File: src/ahl_pkg.sv
// Package for the ASCII hex buffer lister: formats, characters, states.
// Assumes a byte-wide serial link and a 16-bit addressed byte buffer.
package ahl_pkg;

	// ------------------------------------------------------------
	// Characters
	// ------------------------------------------------------------
	localparam logic [7:0] CH_CR = 8'h0d;
	localparam logic [7:0] CH_LF = 8'h0a;
	localparam logic [7:0] CH_SP = 8'h20;
	localparam logic [7:0] CH_XON = 8'h11;
	localparam logic [7:0] CH_SLASH = 8'h2f;
	localparam logic [7:0] CMD_LINE = 8'h4c;
	localparam logic [7:0] CMD_BLOCK = 8'h4d;
	localparam logic [7:0] CMD_STREAM = 8'h4e;
	localparam logic [7:0] CMD_PACED = 8'h58;

	// ------------------------------------------------------------
	// Layout and format numbers
	// ------------------------------------------------------------
	localparam int ADDR_CHARS = 8;
	localparam logic [3:0] LINE_LAST = 4'hf;
	localparam logic [7:0] BLOCK_LAST = 8'hff;
	localparam logic [3:0] FMT_LINE = 4'h2;
	localparam logic [3:0] FMT_BLOCK = 4'h3;
	localparam logic [3:0] FMT_STREAM = 4'h4;
	localparam logic [3:0] FMT_PACED = 4'h5;
	localparam logic [3:0] FMT_PROG_NL = 4'h6;

	typedef enum logic [3:0] {
		MODE_NONE = 4'h0,
		MODE_LINE = 4'h1,
		MODE_BLOCK = 4'h2,
		MODE_STREAM = 4'h3,
		MODE_PACED = 4'h4,
		MODE_PROG = 4'h5
	} ahl_mode_t;

	typedef enum logic [9:0] {
		ST_ADDR = 10'h001,
		ST_CMD = 10'h002,
		ST_RD = 10'h004,
		ST_HI = 10'h008,
		ST_LO = 10'h010,
		ST_SEP = 10'h020,
		ST_CR = 10'h040,
		ST_LF = 10'h080,
		ST_XON = 10'h100,
		ST_PROG = 10'h200
	} ahl_state_t;

	typedef struct packed {
		ahl_state_t st;
		ahl_mode_t mode;
		logic [15:0] addr;
		logic [15:0] last;
		logic [2:0] cnt;
		logic [7:0] data;
		logic lo_nib;
		logic done;
		logic hdr;
		logic [7:0] tx;
		logic tx_vld;
		logic wr;
		logic [7:0] wdata;
	} ahl_state_s_t;

endpackage : ahl_pkg

File: src/ahl_lister.sv
// ASCII hex buffer lister: parses remote address/command text, lists the
// buffer as hex text, or loads it in the local program-with-newline format.
// Assumes: rx bytes are one-cycle strobes, tx handshake is valid/ready,
// buffer read data arrives within the cycle that presents the address.
`timescale 1ns/10ps
module ahl_lister (
	input wire logic i_clk,
	input wire logic i_rst,
	input wire logic [3:0] i_format,
	input wire logic i_local_go,
	input wire logic [15:0] i_local_start,
	input wire logic [15:0] i_local_end,
	input wire logic i_rx_vld,
	input wire logic [7:0] i_rx_data,
	output logic o_tx_vld,
	output logic [7:0] o_tx_data,
	input wire logic i_tx_rdy,
	output logic [15:0] o_buf_addr,
	input wire logic [7:0] i_buf_rdata,
	output logic o_buf_wr,
	output logic [7:0] o_buf_wdata,
	output logic o_busy
);

	// ------------------------------------------------------------
	// Helpers
	// ------------------------------------------------------------
	function automatic logic is_hex(input logic [7:0] c);
		is_hex = (c >= 8'h30 && c <= 8'h39) || (c >= 8'h41 && c <= 8'h46)
			|| (c >= 8'h61 && c <= 8'h66);
	endfunction : is_hex

	function automatic logic [3:0] hex_val(input logic [7:0] c);
		if (c <= 8'h39) begin
			hex_val = c[3:0];
		end else begin
			hex_val = c[3:0] + 4'h9;
		end
	endfunction : hex_val

	function automatic logic [7:0] hex_chr(input logic [3:0] n);
		hex_chr = (n < 4'ha) ? {4'h3, n} : 8'h37 + {4'h0, n};
	endfunction : hex_chr

	// Mode picked by a local format number; reserved numbers map to none
	function automatic ahl_pkg::ahl_mode_t fmt_mode(input logic [3:0] f);
		case (f)
			ahl_pkg::FMT_LINE: fmt_mode = ahl_pkg::MODE_LINE;
			ahl_pkg::FMT_BLOCK: fmt_mode = ahl_pkg::MODE_BLOCK;
			ahl_pkg::FMT_STREAM: fmt_mode = ahl_pkg::MODE_STREAM;
			ahl_pkg::FMT_PACED: fmt_mode = ahl_pkg::MODE_PACED;
			ahl_pkg::FMT_PROG_NL: fmt_mode = ahl_pkg::MODE_PROG;
			default: fmt_mode = ahl_pkg::MODE_NONE;
		endcase
	endfunction : fmt_mode

	ahl_pkg::ahl_state_s_t s_ff;
	ahl_pkg::ahl_state_s_t nxt_s;
	logic tx_go;
	logic end_reached;

	assign tx_go = s_ff.tx_vld && i_tx_rdy;
	assign end_reached = (s_ff.addr == s_ff.last);

	// ------------------------------------------------------------
	// Sequencer
	// ------------------------------------------------------------
	always_comb begin
		nxt_s = s_ff;
		nxt_s.wr = 1'b0;
		if (tx_go) begin
			nxt_s.tx_vld = 1'b0;
		end
		case (s_ff.st)
			ahl_pkg::ST_ADDR: begin
				if (i_local_go && fmt_mode(i_format) != ahl_pkg::MODE_NONE) begin
					nxt_s.addr = i_local_start;
					nxt_s.last = i_local_end;
					nxt_s.mode = fmt_mode(i_format);
					nxt_s.cnt = 3'h0;
					nxt_s.done = 1'b0;
					nxt_s.hdr = 1'b1;
					nxt_s.lo_nib = 1'b0;
					if (fmt_mode(i_format) == ahl_pkg::MODE_PROG) begin
						nxt_s.st = ahl_pkg::ST_CR;
					end else begin
						nxt_s.st = ahl_pkg::ST_RD;
					end
				end else if (i_rx_vld && is_hex(i_rx_data)) begin
					// start digits fill first, then end digits
					if (!s_ff.cnt[2]) begin
						nxt_s.addr = {s_ff.addr[11:0], hex_val(i_rx_data)};
					end else begin
						nxt_s.last = {s_ff.last[11:0], hex_val(i_rx_data)};
					end
					nxt_s.cnt = s_ff.cnt + 3'h1;
					if (s_ff.cnt == 3'(ahl_pkg::ADDR_CHARS - 1)) begin
						nxt_s.st = ahl_pkg::ST_CMD;
					end
				end
			end
			ahl_pkg::ST_CMD: begin
				if (i_rx_vld) begin
					nxt_s.cnt = 3'h0;
					nxt_s.done = 1'b0;
					nxt_s.hdr = 1'b1;
					nxt_s.st = ahl_pkg::ST_RD;
					nxt_s.lo_nib = 1'b0;
					// remote letters never reach program mode
					case (i_rx_data)
						ahl_pkg::CMD_LINE: nxt_s.mode = ahl_pkg::MODE_LINE;
						ahl_pkg::CMD_BLOCK: nxt_s.mode = ahl_pkg::MODE_BLOCK;
						ahl_pkg::CMD_STREAM: nxt_s.mode = ahl_pkg::MODE_STREAM;
						ahl_pkg::CMD_PACED: nxt_s.mode = ahl_pkg::MODE_PACED;
						default: begin
							nxt_s.mode = ahl_pkg::MODE_NONE;
							nxt_s.st = ahl_pkg::ST_ADDR;
						end
					endcase
				end
			end
			ahl_pkg::ST_RD: begin
				// Block header and line address are sent ahead of the data
				if (!s_ff.tx_vld || tx_go) begin
					if (s_ff.mode == ahl_pkg::MODE_BLOCK && s_ff.lo_nib == 1'b0
						&& (s_ff.hdr || s_ff.addr[3:0] == 4'h0)) begin
						nxt_s.tx = ahl_pkg::CH_SLASH;
						nxt_s.tx_vld = 1'b1;
						nxt_s.lo_nib = 1'b1;
						nxt_s.cnt = 3'h0;
					end else if (s_ff.mode == ahl_pkg::MODE_BLOCK
						&& s_ff.lo_nib && s_ff.cnt != 3'h4) begin
						nxt_s.tx = hex_chr(s_ff.addr[4'(15 - 4 * s_ff.cnt) -: 4]);
						nxt_s.tx_vld = 1'b1;
						nxt_s.cnt = s_ff.cnt + 3'h1;
					end else begin
						nxt_s.hdr = 1'b0;
						nxt_s.st = ahl_pkg::ST_HI;
						nxt_s.data = i_buf_rdata;
						if (s_ff.mode == ahl_pkg::MODE_BLOCK && s_ff.lo_nib) begin
							nxt_s.tx = ahl_pkg::CH_SP;
							nxt_s.tx_vld = 1'b1;
						end
					end
				end
			end
			ahl_pkg::ST_HI: begin
				if (!s_ff.tx_vld || tx_go) begin
					nxt_s.tx = hex_chr(s_ff.data[7:4]);
					nxt_s.tx_vld = 1'b1;
					nxt_s.st = ahl_pkg::ST_LO;
				end
			end
			ahl_pkg::ST_LO: begin
				if (tx_go) begin
					nxt_s.tx = hex_chr(s_ff.data[3:0]);
					nxt_s.tx_vld = 1'b1;
					nxt_s.done = end_reached;
					nxt_s.st = (s_ff.mode == ahl_pkg::MODE_STREAM)
						? ahl_pkg::ST_CR : ahl_pkg::ST_SEP;
				end
			end
			ahl_pkg::ST_SEP: begin
				if (tx_go) begin
					nxt_s.tx = ahl_pkg::CH_SP;
					nxt_s.tx_vld = 1'b1;
					nxt_s.st = (s_ff.addr[3:0] == ahl_pkg::LINE_LAST || s_ff.done)
						? ahl_pkg::ST_CR : ahl_pkg::ST_XON;
				end
			end
			ahl_pkg::ST_CR: begin
				// Stream and non-line-end bytes skip the line ending
				if (s_ff.mode == ahl_pkg::MODE_STREAM) begin
					if (tx_go) begin
						nxt_s.addr = s_ff.addr + 16'h1;
						nxt_s.st = s_ff.done ? ahl_pkg::ST_ADDR : ahl_pkg::ST_RD;
						nxt_s.cnt = 3'h0;
					end
				end else if (!s_ff.tx_vld || tx_go) begin
					nxt_s.tx = ahl_pkg::CH_CR;
					nxt_s.tx_vld = 1'b1;
					nxt_s.st = ahl_pkg::ST_LF;
				end
			end
			ahl_pkg::ST_LF: begin
				if (tx_go) begin
					nxt_s.tx = ahl_pkg::CH_LF;
					nxt_s.tx_vld = 1'b1;
					nxt_s.st = ahl_pkg::ST_XON;
				end
			end
			ahl_pkg::ST_XON: begin
				if (!s_ff.tx_vld) begin
					if (s_ff.mode == ahl_pkg::MODE_PROG) begin
						nxt_s.cnt = 3'h0;
						nxt_s.st = s_ff.done ? ahl_pkg::ST_ADDR : ahl_pkg::ST_PROG;
					end else if (s_ff.done) begin
						nxt_s.st = ahl_pkg::ST_ADDR;
						nxt_s.cnt = 3'h0;
					end else if (s_ff.mode == ahl_pkg::MODE_PACED
						&& s_ff.addr[3:0] == ahl_pkg::LINE_LAST) begin
						// only a finished line waits for XON
						if (i_rx_vld && i_rx_data == ahl_pkg::CH_XON) begin
							nxt_s.addr = s_ff.addr + 16'h1;
							nxt_s.st = ahl_pkg::ST_RD;
						end
					end else begin
						nxt_s.addr = s_ff.addr + 16'h1;
						nxt_s.lo_nib = 1'b0;
						nxt_s.hdr = (s_ff.addr[7:0] == ahl_pkg::BLOCK_LAST);
						nxt_s.st = ahl_pkg::ST_RD;
					end
				end
			end
			ahl_pkg::ST_PROG: begin
				// Non-hex characters between digits are ignored
				// Address steps after the write, so the strobe sees its own
				if (s_ff.wr) begin
					nxt_s.addr = s_ff.addr + 16'h1;
				end
				if (i_rx_vld && is_hex(i_rx_data)) begin
					nxt_s.lo_nib = ~s_ff.lo_nib;
					nxt_s.data = {s_ff.data[3:0], hex_val(i_rx_data)};
					if (s_ff.lo_nib) begin
						nxt_s.wr = 1'b1;
						nxt_s.wdata = {s_ff.data[3:0], hex_val(i_rx_data)};
						nxt_s.done = end_reached;
						nxt_s.st = end_reached ? ahl_pkg::ST_CR : ahl_pkg::ST_PROG;
					end
				end
			end
			default: nxt_s.st = ahl_pkg::ST_ADDR;
		endcase
	end

	always_ff @(posedge i_clk or posedge i_rst) begin
		if (i_rst) begin
			s_ff <= '{st: ahl_pkg::ST_ADDR, mode: ahl_pkg::MODE_NONE,
				default: '0};
		end else begin
			s_ff <= nxt_s;
		end
	end

	assign o_tx_vld = s_ff.tx_vld;
	assign o_tx_data = s_ff.tx;
	assign o_buf_addr = s_ff.addr;
	assign o_buf_wr = s_ff.wr;
	assign o_buf_wdata = s_ff.wdata;
	assign o_busy = (s_ff.st != ahl_pkg::ST_ADDR) && (s_ff.st != ahl_pkg::ST_CMD);

	// ------------------------------------------------------------
	// Assertions
	// ------------------------------------------------------------
	a_stream_nosep: assert property (@(posedge i_clk) disable iff (i_rst)
		(s_ff.mode == ahl_pkg::MODE_STREAM && o_tx_vld)
		|-> o_tx_data != ahl_pkg::CH_SP)
		else $error("stream mode sent a separator");
	a_paced_waits: assert property (@(posedge i_clk) disable iff (i_rst)
		(s_ff.st == ahl_pkg::ST_XON && s_ff.mode == ahl_pkg::MODE_PACED
		&& !s_ff.tx_vld && !s_ff.done && s_ff.addr[3:0] == 4'hf
		&& !(i_rx_vld && i_rx_data == ahl_pkg::CH_XON))
		|=> s_ff.st == ahl_pkg::ST_XON)
		else $error("paced line released without XON");
	a_addr_collect: assert property (@(posedge i_clk) disable iff (i_rst)
		(s_ff.st == ahl_pkg::ST_ADDR && s_ff.cnt == 3'h7 && !i_local_go
		&& i_rx_vld && is_hex(i_rx_data)) |=> s_ff.st == ahl_pkg::ST_CMD)
		else $error("eighth address digit did not reach command wait");
	a_no_remote_prog: assert property (@(posedge i_clk) disable iff (i_rst)
		(s_ff.st == ahl_pkg::ST_CMD && i_rx_vld)
		|=> s_ff.mode != ahl_pkg::MODE_PROG)
		else $error("remote letter chose program mode");
	a_reserved_idle: assert property (@(posedge i_clk) disable iff (i_rst)
		(s_ff.st == ahl_pkg::ST_ADDR && i_local_go && i_format >= 4'h7)
		|=> !o_busy)
		else $error("reserved format started an operation");
	a_line_cmd: assert property (@(posedge i_clk) disable iff (i_rst)
		(s_ff.st == ahl_pkg::ST_CMD && i_rx_vld && i_rx_data == ahl_pkg::CMD_LINE)
		|=> s_ff.mode == ahl_pkg::MODE_LINE && o_busy)
		else $error("L did not start line list");
	a_prog_crlf: assert property (@(posedge i_clk) disable iff (i_rst)
		(s_ff.st == ahl_pkg::ST_ADDR && i_local_go && i_format == 4'h6)
		|=> s_ff.st == ahl_pkg::ST_CR)
		else $error("program mode did not begin with CR");
	a_lf_after_cr: assert property (@(posedge i_clk) disable iff (i_rst)
		(o_tx_vld && i_tx_rdy && o_tx_data == ahl_pkg::CH_CR
		&& s_ff.st == ahl_pkg::ST_LF) |=> o_tx_vld && o_tx_data == ahl_pkg::CH_LF)
		else $error("CR not followed by LF");

endmodule : ahl_lister

File: config.mk
export PLATFORM = sky130hd
export DESIGN_NAME = ahl_lister
export DESIGN_NICKNAME = d
export VERILOG_FILES = /design/src/ahl_pkg.sv /design/src/ahl_lister.sv
export SDC_FILE = /design/constraint.sdc
export NUM_CORES = 1
export LEC_CHECK = 0
export ABC_CLOCK_PERIOD_IN_PS = 4200
export BUFFER_PORTS_ARGS = -buffer_cell sky130_fd_sc_hd__buf_2
export CAP_MARGIN = 15
export CORE_MARGIN = 2
export CORE_UTILIZATION = 59
export DETAILED_ROUTE_END_ITERATION = 6
export HOLD_SLACK_MARGIN = 0.15
export PLACE_DENSITY = 0.82
export SYNTH_ARGS = -nofsm -noshare
export SYNTH_HDL_FRONTEND = slang
export SYNTH_SLANG_ARGS = --single-unit
File: constraint.sdc
create_clock -name i_clk -period 4.2 [get_ports i_clk]
set_clock_uncertainty 0.15 [all_clocks]
set_input_delay 1.26 -clock i_clk [delete_from_list [all_inputs] [get_ports i_clk]]
set_output_delay 1.26 -clock i_clk [all_outputs]
set_load 0.05 [all_outputs]
==> results by stage <==
Hold path:
- The worst hold path terminates at o_buf_wdata[1]$_DFFE_PP0P_.
- Counting instances, the worst hold path has a depth of 2.
- The path class of the tightest hold or removal check is flip-flop to flip-flop.
- The hold path startpoint is o_buf_wdata[1]$_DFFE_PP0P_.

Setup path:
- The startpoint of the lowest-slack register-to-register path is o_buf_addr[0]$_DFFE_PP0P_.
- Along the worst path, the maximum fanout reaches 15.
- Counting cells, the worst reg-to-reg path comes to 7.
- By startpoint and endpoint, the worst setup path is classified as flip-flop to output port.
- The launching element type of the critical path is a flip-flop.
- For the worst setup path, the data required time is ~2800 ps.
- The worst setup path is captured at an output port.
- The setup slack on the worst flop-to-flop path is between 600 and 700 ps.
- The arrival time at the worst endpoint is 2420 ps.
- The capture instance of the worst register-to-register path is o_buf_addr[14]$_DFFE_PP0P_.

Floorplanning:
- The area enclosed by the die boundary is between 10,000 and 15,000 µm².
- The floorplan step set the die height to 108 µm.
- The placeable core region is between 10,000 and 15,000 µm².
- The starting density of the core is about three fifths.
- In this run the horizontal extent of the chip is roughly 110 µm.
- The I/O pin count is approximately 90.
- The total number of placement rows is 37.

Place:
- The worst slack after detailed placement is between 400 and 500 ps.
- Detailed placement finished with a half-perimeter wire length of 14,800 µm.
- The congestion estimate from routability-driven global placement came to between 0.9 and 1.
- Input and output buffers added on the ports amount to 90.

Synth:
- The mapped cell area is approximately 6300 µm².
- Sorting the synthesized cells by how often they occur yields sky130_fd_sc_hd__nand2_1 (88), sky130_fd_sc_hd__dfrtp_1 (75), sky130_fd_sc_hd__nor2_1 (59), sky130_fd_sc_hd__o21ai_0 (54), sky130_fd_sc_hd__a21oi_1 (42).
- The instance count of the mapped netlist is slightly below 800.
- The number of nets in the synthesized netlist is ~850.
- sky130_fd_sc_hd__dfrtp_1 takes more of the synthesized area than any other cell.
- The area fraction of the dominant cell type after synthesis is between 20% and 30%.
- The netlist uses 85 different library cells.
- sky130_fd_sc_hd__nand2_1 is the most common cell in the netlist.
- The synthesis warning total is 0.
- The count of flip-flops with a built-in enable after synthesis is 0.
- Synthesis inferred between 70 and 80 register bits.
- The mean post-synth cell area is between 8 and 9 µm².
- The most common flop cell mapped by yosys is sky130_fd_sc_hd__dfrtp_1.
- The post-synthesis async set-or-reset flop share is 100%.
- In the post-synthesis netlist, the biggest area contributors are sky130_fd_sc_hd__dfrtp_1 (30%), sky130_fd_sc_hd__nand2_1 (5.2%), sky130_fd_sc_hd__o21ai_0 (4.3%), sky130_fd_sc_hd__buf_4 (4.0%), sky130_fd_sc_hd__mux2i_1 (3.6%).
- The fraction of the yosys area taken by sequential cells is a little under a third.

Global routing:
- The overall track demand over capacity in global routing is a little over a third.
- The total global routing overflow is 0.
- The first global-routing pass estimated between 30,000 and 40,000 µm of wire.
- The number of antenna violations at the first check in global routing is 0.
- The largest net degree at the start of global routing is between 70 and 80.
- The via count of the first global-routing pass was 6,080.

Power:
- The total power divided by cell area is 673 nW/µm².
- The maximum vdd drop is 432 µV.
- In this run the static leakage power is slightly below 3 nW.

Clocking:
- The clock passes through at most 2 buffers.
- After clock tree synthesis, the clock-pin slew on the worst setup and hold paths is ~90 ps.
- The insertion delay to the later sink of the worst-skew pair is around 390 ps.
- The root buffer cell chosen for the clock tree is sky130_fd_sc_hd__clkbuf_8.
- TritonCTS created 9 clock buffers.
- TritonCTS built the clock tree.
- Buffers inserted to repair hold after CTS numbered 0.
- The number of levels the H-tree was split into is 3.
- The TritonCTS sink count is 76.
- Once the clock tree was built, the resizer swapped 0 gates to a different size.
- The number of setup buffers added after CTS is 0.

Routing:
- The count of nets left with antenna violations once routing finished came out at 0.
- After detailed routing, the number of vias per cell comes to between 6 and 7.
- The number of detailed-route iterations in the first pass is 7.
- The DRC violation count after routing is 5.
- The detailed router placed 6,263 vias in this run.
- The detailed-route wire length is roughly 20,000 µm.
- In the final routed layout, each cell accounts on average for 21.0 µm.
- The detailed router finished its first iteration with approximately 730 violations.

Timing:
- Setup repair after global routing left no endpoint under its margin.
- The summed negative setup slack over all endpoints is 0 ps.
- The clock period minus final worst setup slack is approximately 3800 ps.
- For the pin with the worst max-slew slack, the measured transition is 1100 ps.
- The final-report hold violation count is 0.
- The ratio of final minimum period to clock period is between 90% and 100%.
- The final max-slew violation count is 0.
- Setup violations remaining at the end of the flow were counted as 0.
- Setup slack closes at between 300 and 400 ps.
- The max-slew headroom at the worst pin is between 20% and 30%.
- Static timing analysis puts the maximum clock frequency at roughly 0.26 GHz.
- The worst slack on hold paths is around 340 ps.

Layout:
- The post-layout net count is 871.
- Summing all flip-flop and latch instances after layout gives roughly 1900 µm².
- The post-route netlist has 20.6% of its cells at a drive strength greater than 1.
- The number of antenna cells inserted is 0.
- The area occupied by multi-input gates is 3880 µm².
- The filler cells instantiated in the layout total around 900.
- The relative area change from synthesis to final layout is 6.71%.

Flow run:
- The tool flagged a number of max-cap violations equal to 0.

Outcome:
- The checks that failed: DRC.
- The run finished, with violations left.
==> metal layers <==
| metal | up-vias | track usage, % | part of all wire, % | wire length (µm) |
|---|---|---|---|---|
| li1 | 2866 | - | - | - |
| met1 | 2947 | 48.3 | 42 | 8330 |
| met2 | 402 | 52.9 | 45 | 8850 |
| met3 | 48 | 9.20 | 11 | 2100 |
| met4 | 0 | 13.8 | 2.7 | 539 |
| met5 | - | 0 | 0 | 0 |
==> state kept, by name (all words and copies together) (netlist names) <==
signal / cells
o_buf_addr: 16
o_buf_wdata: 8
o_buf_wr: 1
o_tx_data: 7
o_tx_vld: 1
s_ff: 43
==> cell usage in the layout, fill, tap and decap left out, types with 3 or more instances in the layout <==
master / n
sky130_fd_sc_hd__o31ai_1: 8
sky130_fd_sc_hd__nand3_1: 26
sky130_fd_sc_hd__nand2_1: 88
sky130_fd_sc_hd__o21a_1: 5
sky130_fd_sc_hd__buf_2: 90
sky130_fd_sc_hd__xor2_1: 4
sky130_fd_sc_hd__ha_1: 13
sky130_fd_sc_hd__or4_1: 7
sky130_fd_sc_hd__nor3_1: 13
sky130_fd_sc_hd__mux2_2: 14
sky130_fd_sc_hd__nor2b_1: 11
sky130_fd_sc_hd__a211oi_1: 8
sky130_fd_sc_hd__nor4_1: 13
sky130_fd_sc_hd__nand3b_1: 5
sky130_fd_sc_hd__mux2i_1: 23
sky130_fd_sc_hd__a21o_1: 3
sky130_fd_sc_hd__mux4_2: 4
sky130_fd_sc_hd__clkbuf_8: 10
sky130_fd_sc_hd__o21ai_1: 7
sky130_fd_sc_hd__buf_4: 9
sky130_fd_sc_hd__a2bb2oi_1: 3
sky130_fd_sc_hd__a31oi_1: 13
sky130_fd_sc_hd__or3_1: 7
sky130_fd_sc_hd__a21oi_1: 42
sky130_fd_sc_hd__dfrtp_1: 75
sky130_fd_sc_hd__or3b_2: 4
sky130_fd_sc_hd__o211ai_1: 10
sky130_fd_sc_hd__clkinv_4: 3
sky130_fd_sc_hd__and3_1: 12
sky130_fd_sc_hd__nor2_1: 59
sky130_fd_sc_hd__o21ai_0: 54
sky130_fd_sc_hd__xnor2_1: 23
sky130_fd_sc_hd__and2_1: 7
sky130_fd_sc_hd__o2111ai_1: 9
sky130_fd_sc_hd__o22ai_1: 7
sky130_fd_sc_hd__nand2b_1: 9
sky130_fd_sc_hd__nor4b_1: 4
sky130_fd_sc_hd__nand4_1: 14
sky130_fd_sc_hd__inv_1: 22
sky130_fd_sc_hd__o32ai_1: 3
==> power breakdown <==
| part | total, W | switching, W | internal, W |
|---|---|---|---|
| sequential | 0.00147 | 0.000484 | 0.000983 |
| combinational | 0.00253 | 0.00161 | 0.000926 |
| clock | 0.000555 | 0.000320 | 0.000235 |
| total | 0.00455 | 0.00241 | 0.00214 |
==> worst max-delay path by stage <==
stage	start	end	slack, ps	cells after the start
after floorplan	i_rst	o_buf_addr[0]$_DFFE_PP0P_	850	1
after global routing	s_ff[75]$_DFFE_PP0P_	o_busy	280	4
final	s_ff[75]$_DFFE_PP0P_	o_busy	370	4
after global placement	i_rx_data[1]	o_buf_addr[14]$_DFFE_PP0P_	520	9
after CTS	s_ff[75]$_DFFE_PP0P_	o_busy	400	4
after detailed placement	i_rx_data[1]	o_buf_addr[14]$_DFFE_PP0P_	410	9
==> cells by family after synthesis <==
kind of cell | share of synthesized area, %
AND/OR/NAND/NOR | 25.4
adder cells (fa/ha/maj) | 2.57
other | 0.0591
multiplexers | 7.89
XOR/XNOR | 3.73
buffers and inverters | 8.80
flip-flops | 30.0
AO/OA/AOI/OAI | 21.6
==> worst max-delay path, cell delays in order, from the launching register on <==
cell,delay (ps)
sky130_fd_sc_hd__dfrtp_1,570
sky130_fd_sc_hd__or4_4,680
sky130_fd_sc_hd__nor2_2,320
sky130_fd_sc_hd__nand2_1,210
sky130_fd_sc_hd__buf_2,260
==> layout make-up <==
type	instances	area share (%)
Inverter	24	1.33
Clock buffer	10	2.03
Timing Repair Buffer	100	7.95
Sequential cell	76	28.1
Multi-Input combinational cell	590	57.3
Clock inverter	6	0.703
Tap cell	136	2.52
==> per-stage QoR <==
stage	util (%)	power, W	area, µm²	std cells
2_1_floorplan	-	0.00342	6340	775
3_3_place_gp	63.5	0.00385	6580	926
3_5_place_dp	63.5	0.00393	6580	926
4_1_cts	65.2	0.00448	6770	942
5_1_grt	65.2	0.00481	6770	942
6_report	65.2	0.00455	6770	942
Note: power is estimated with default switching activity, not from simulation.
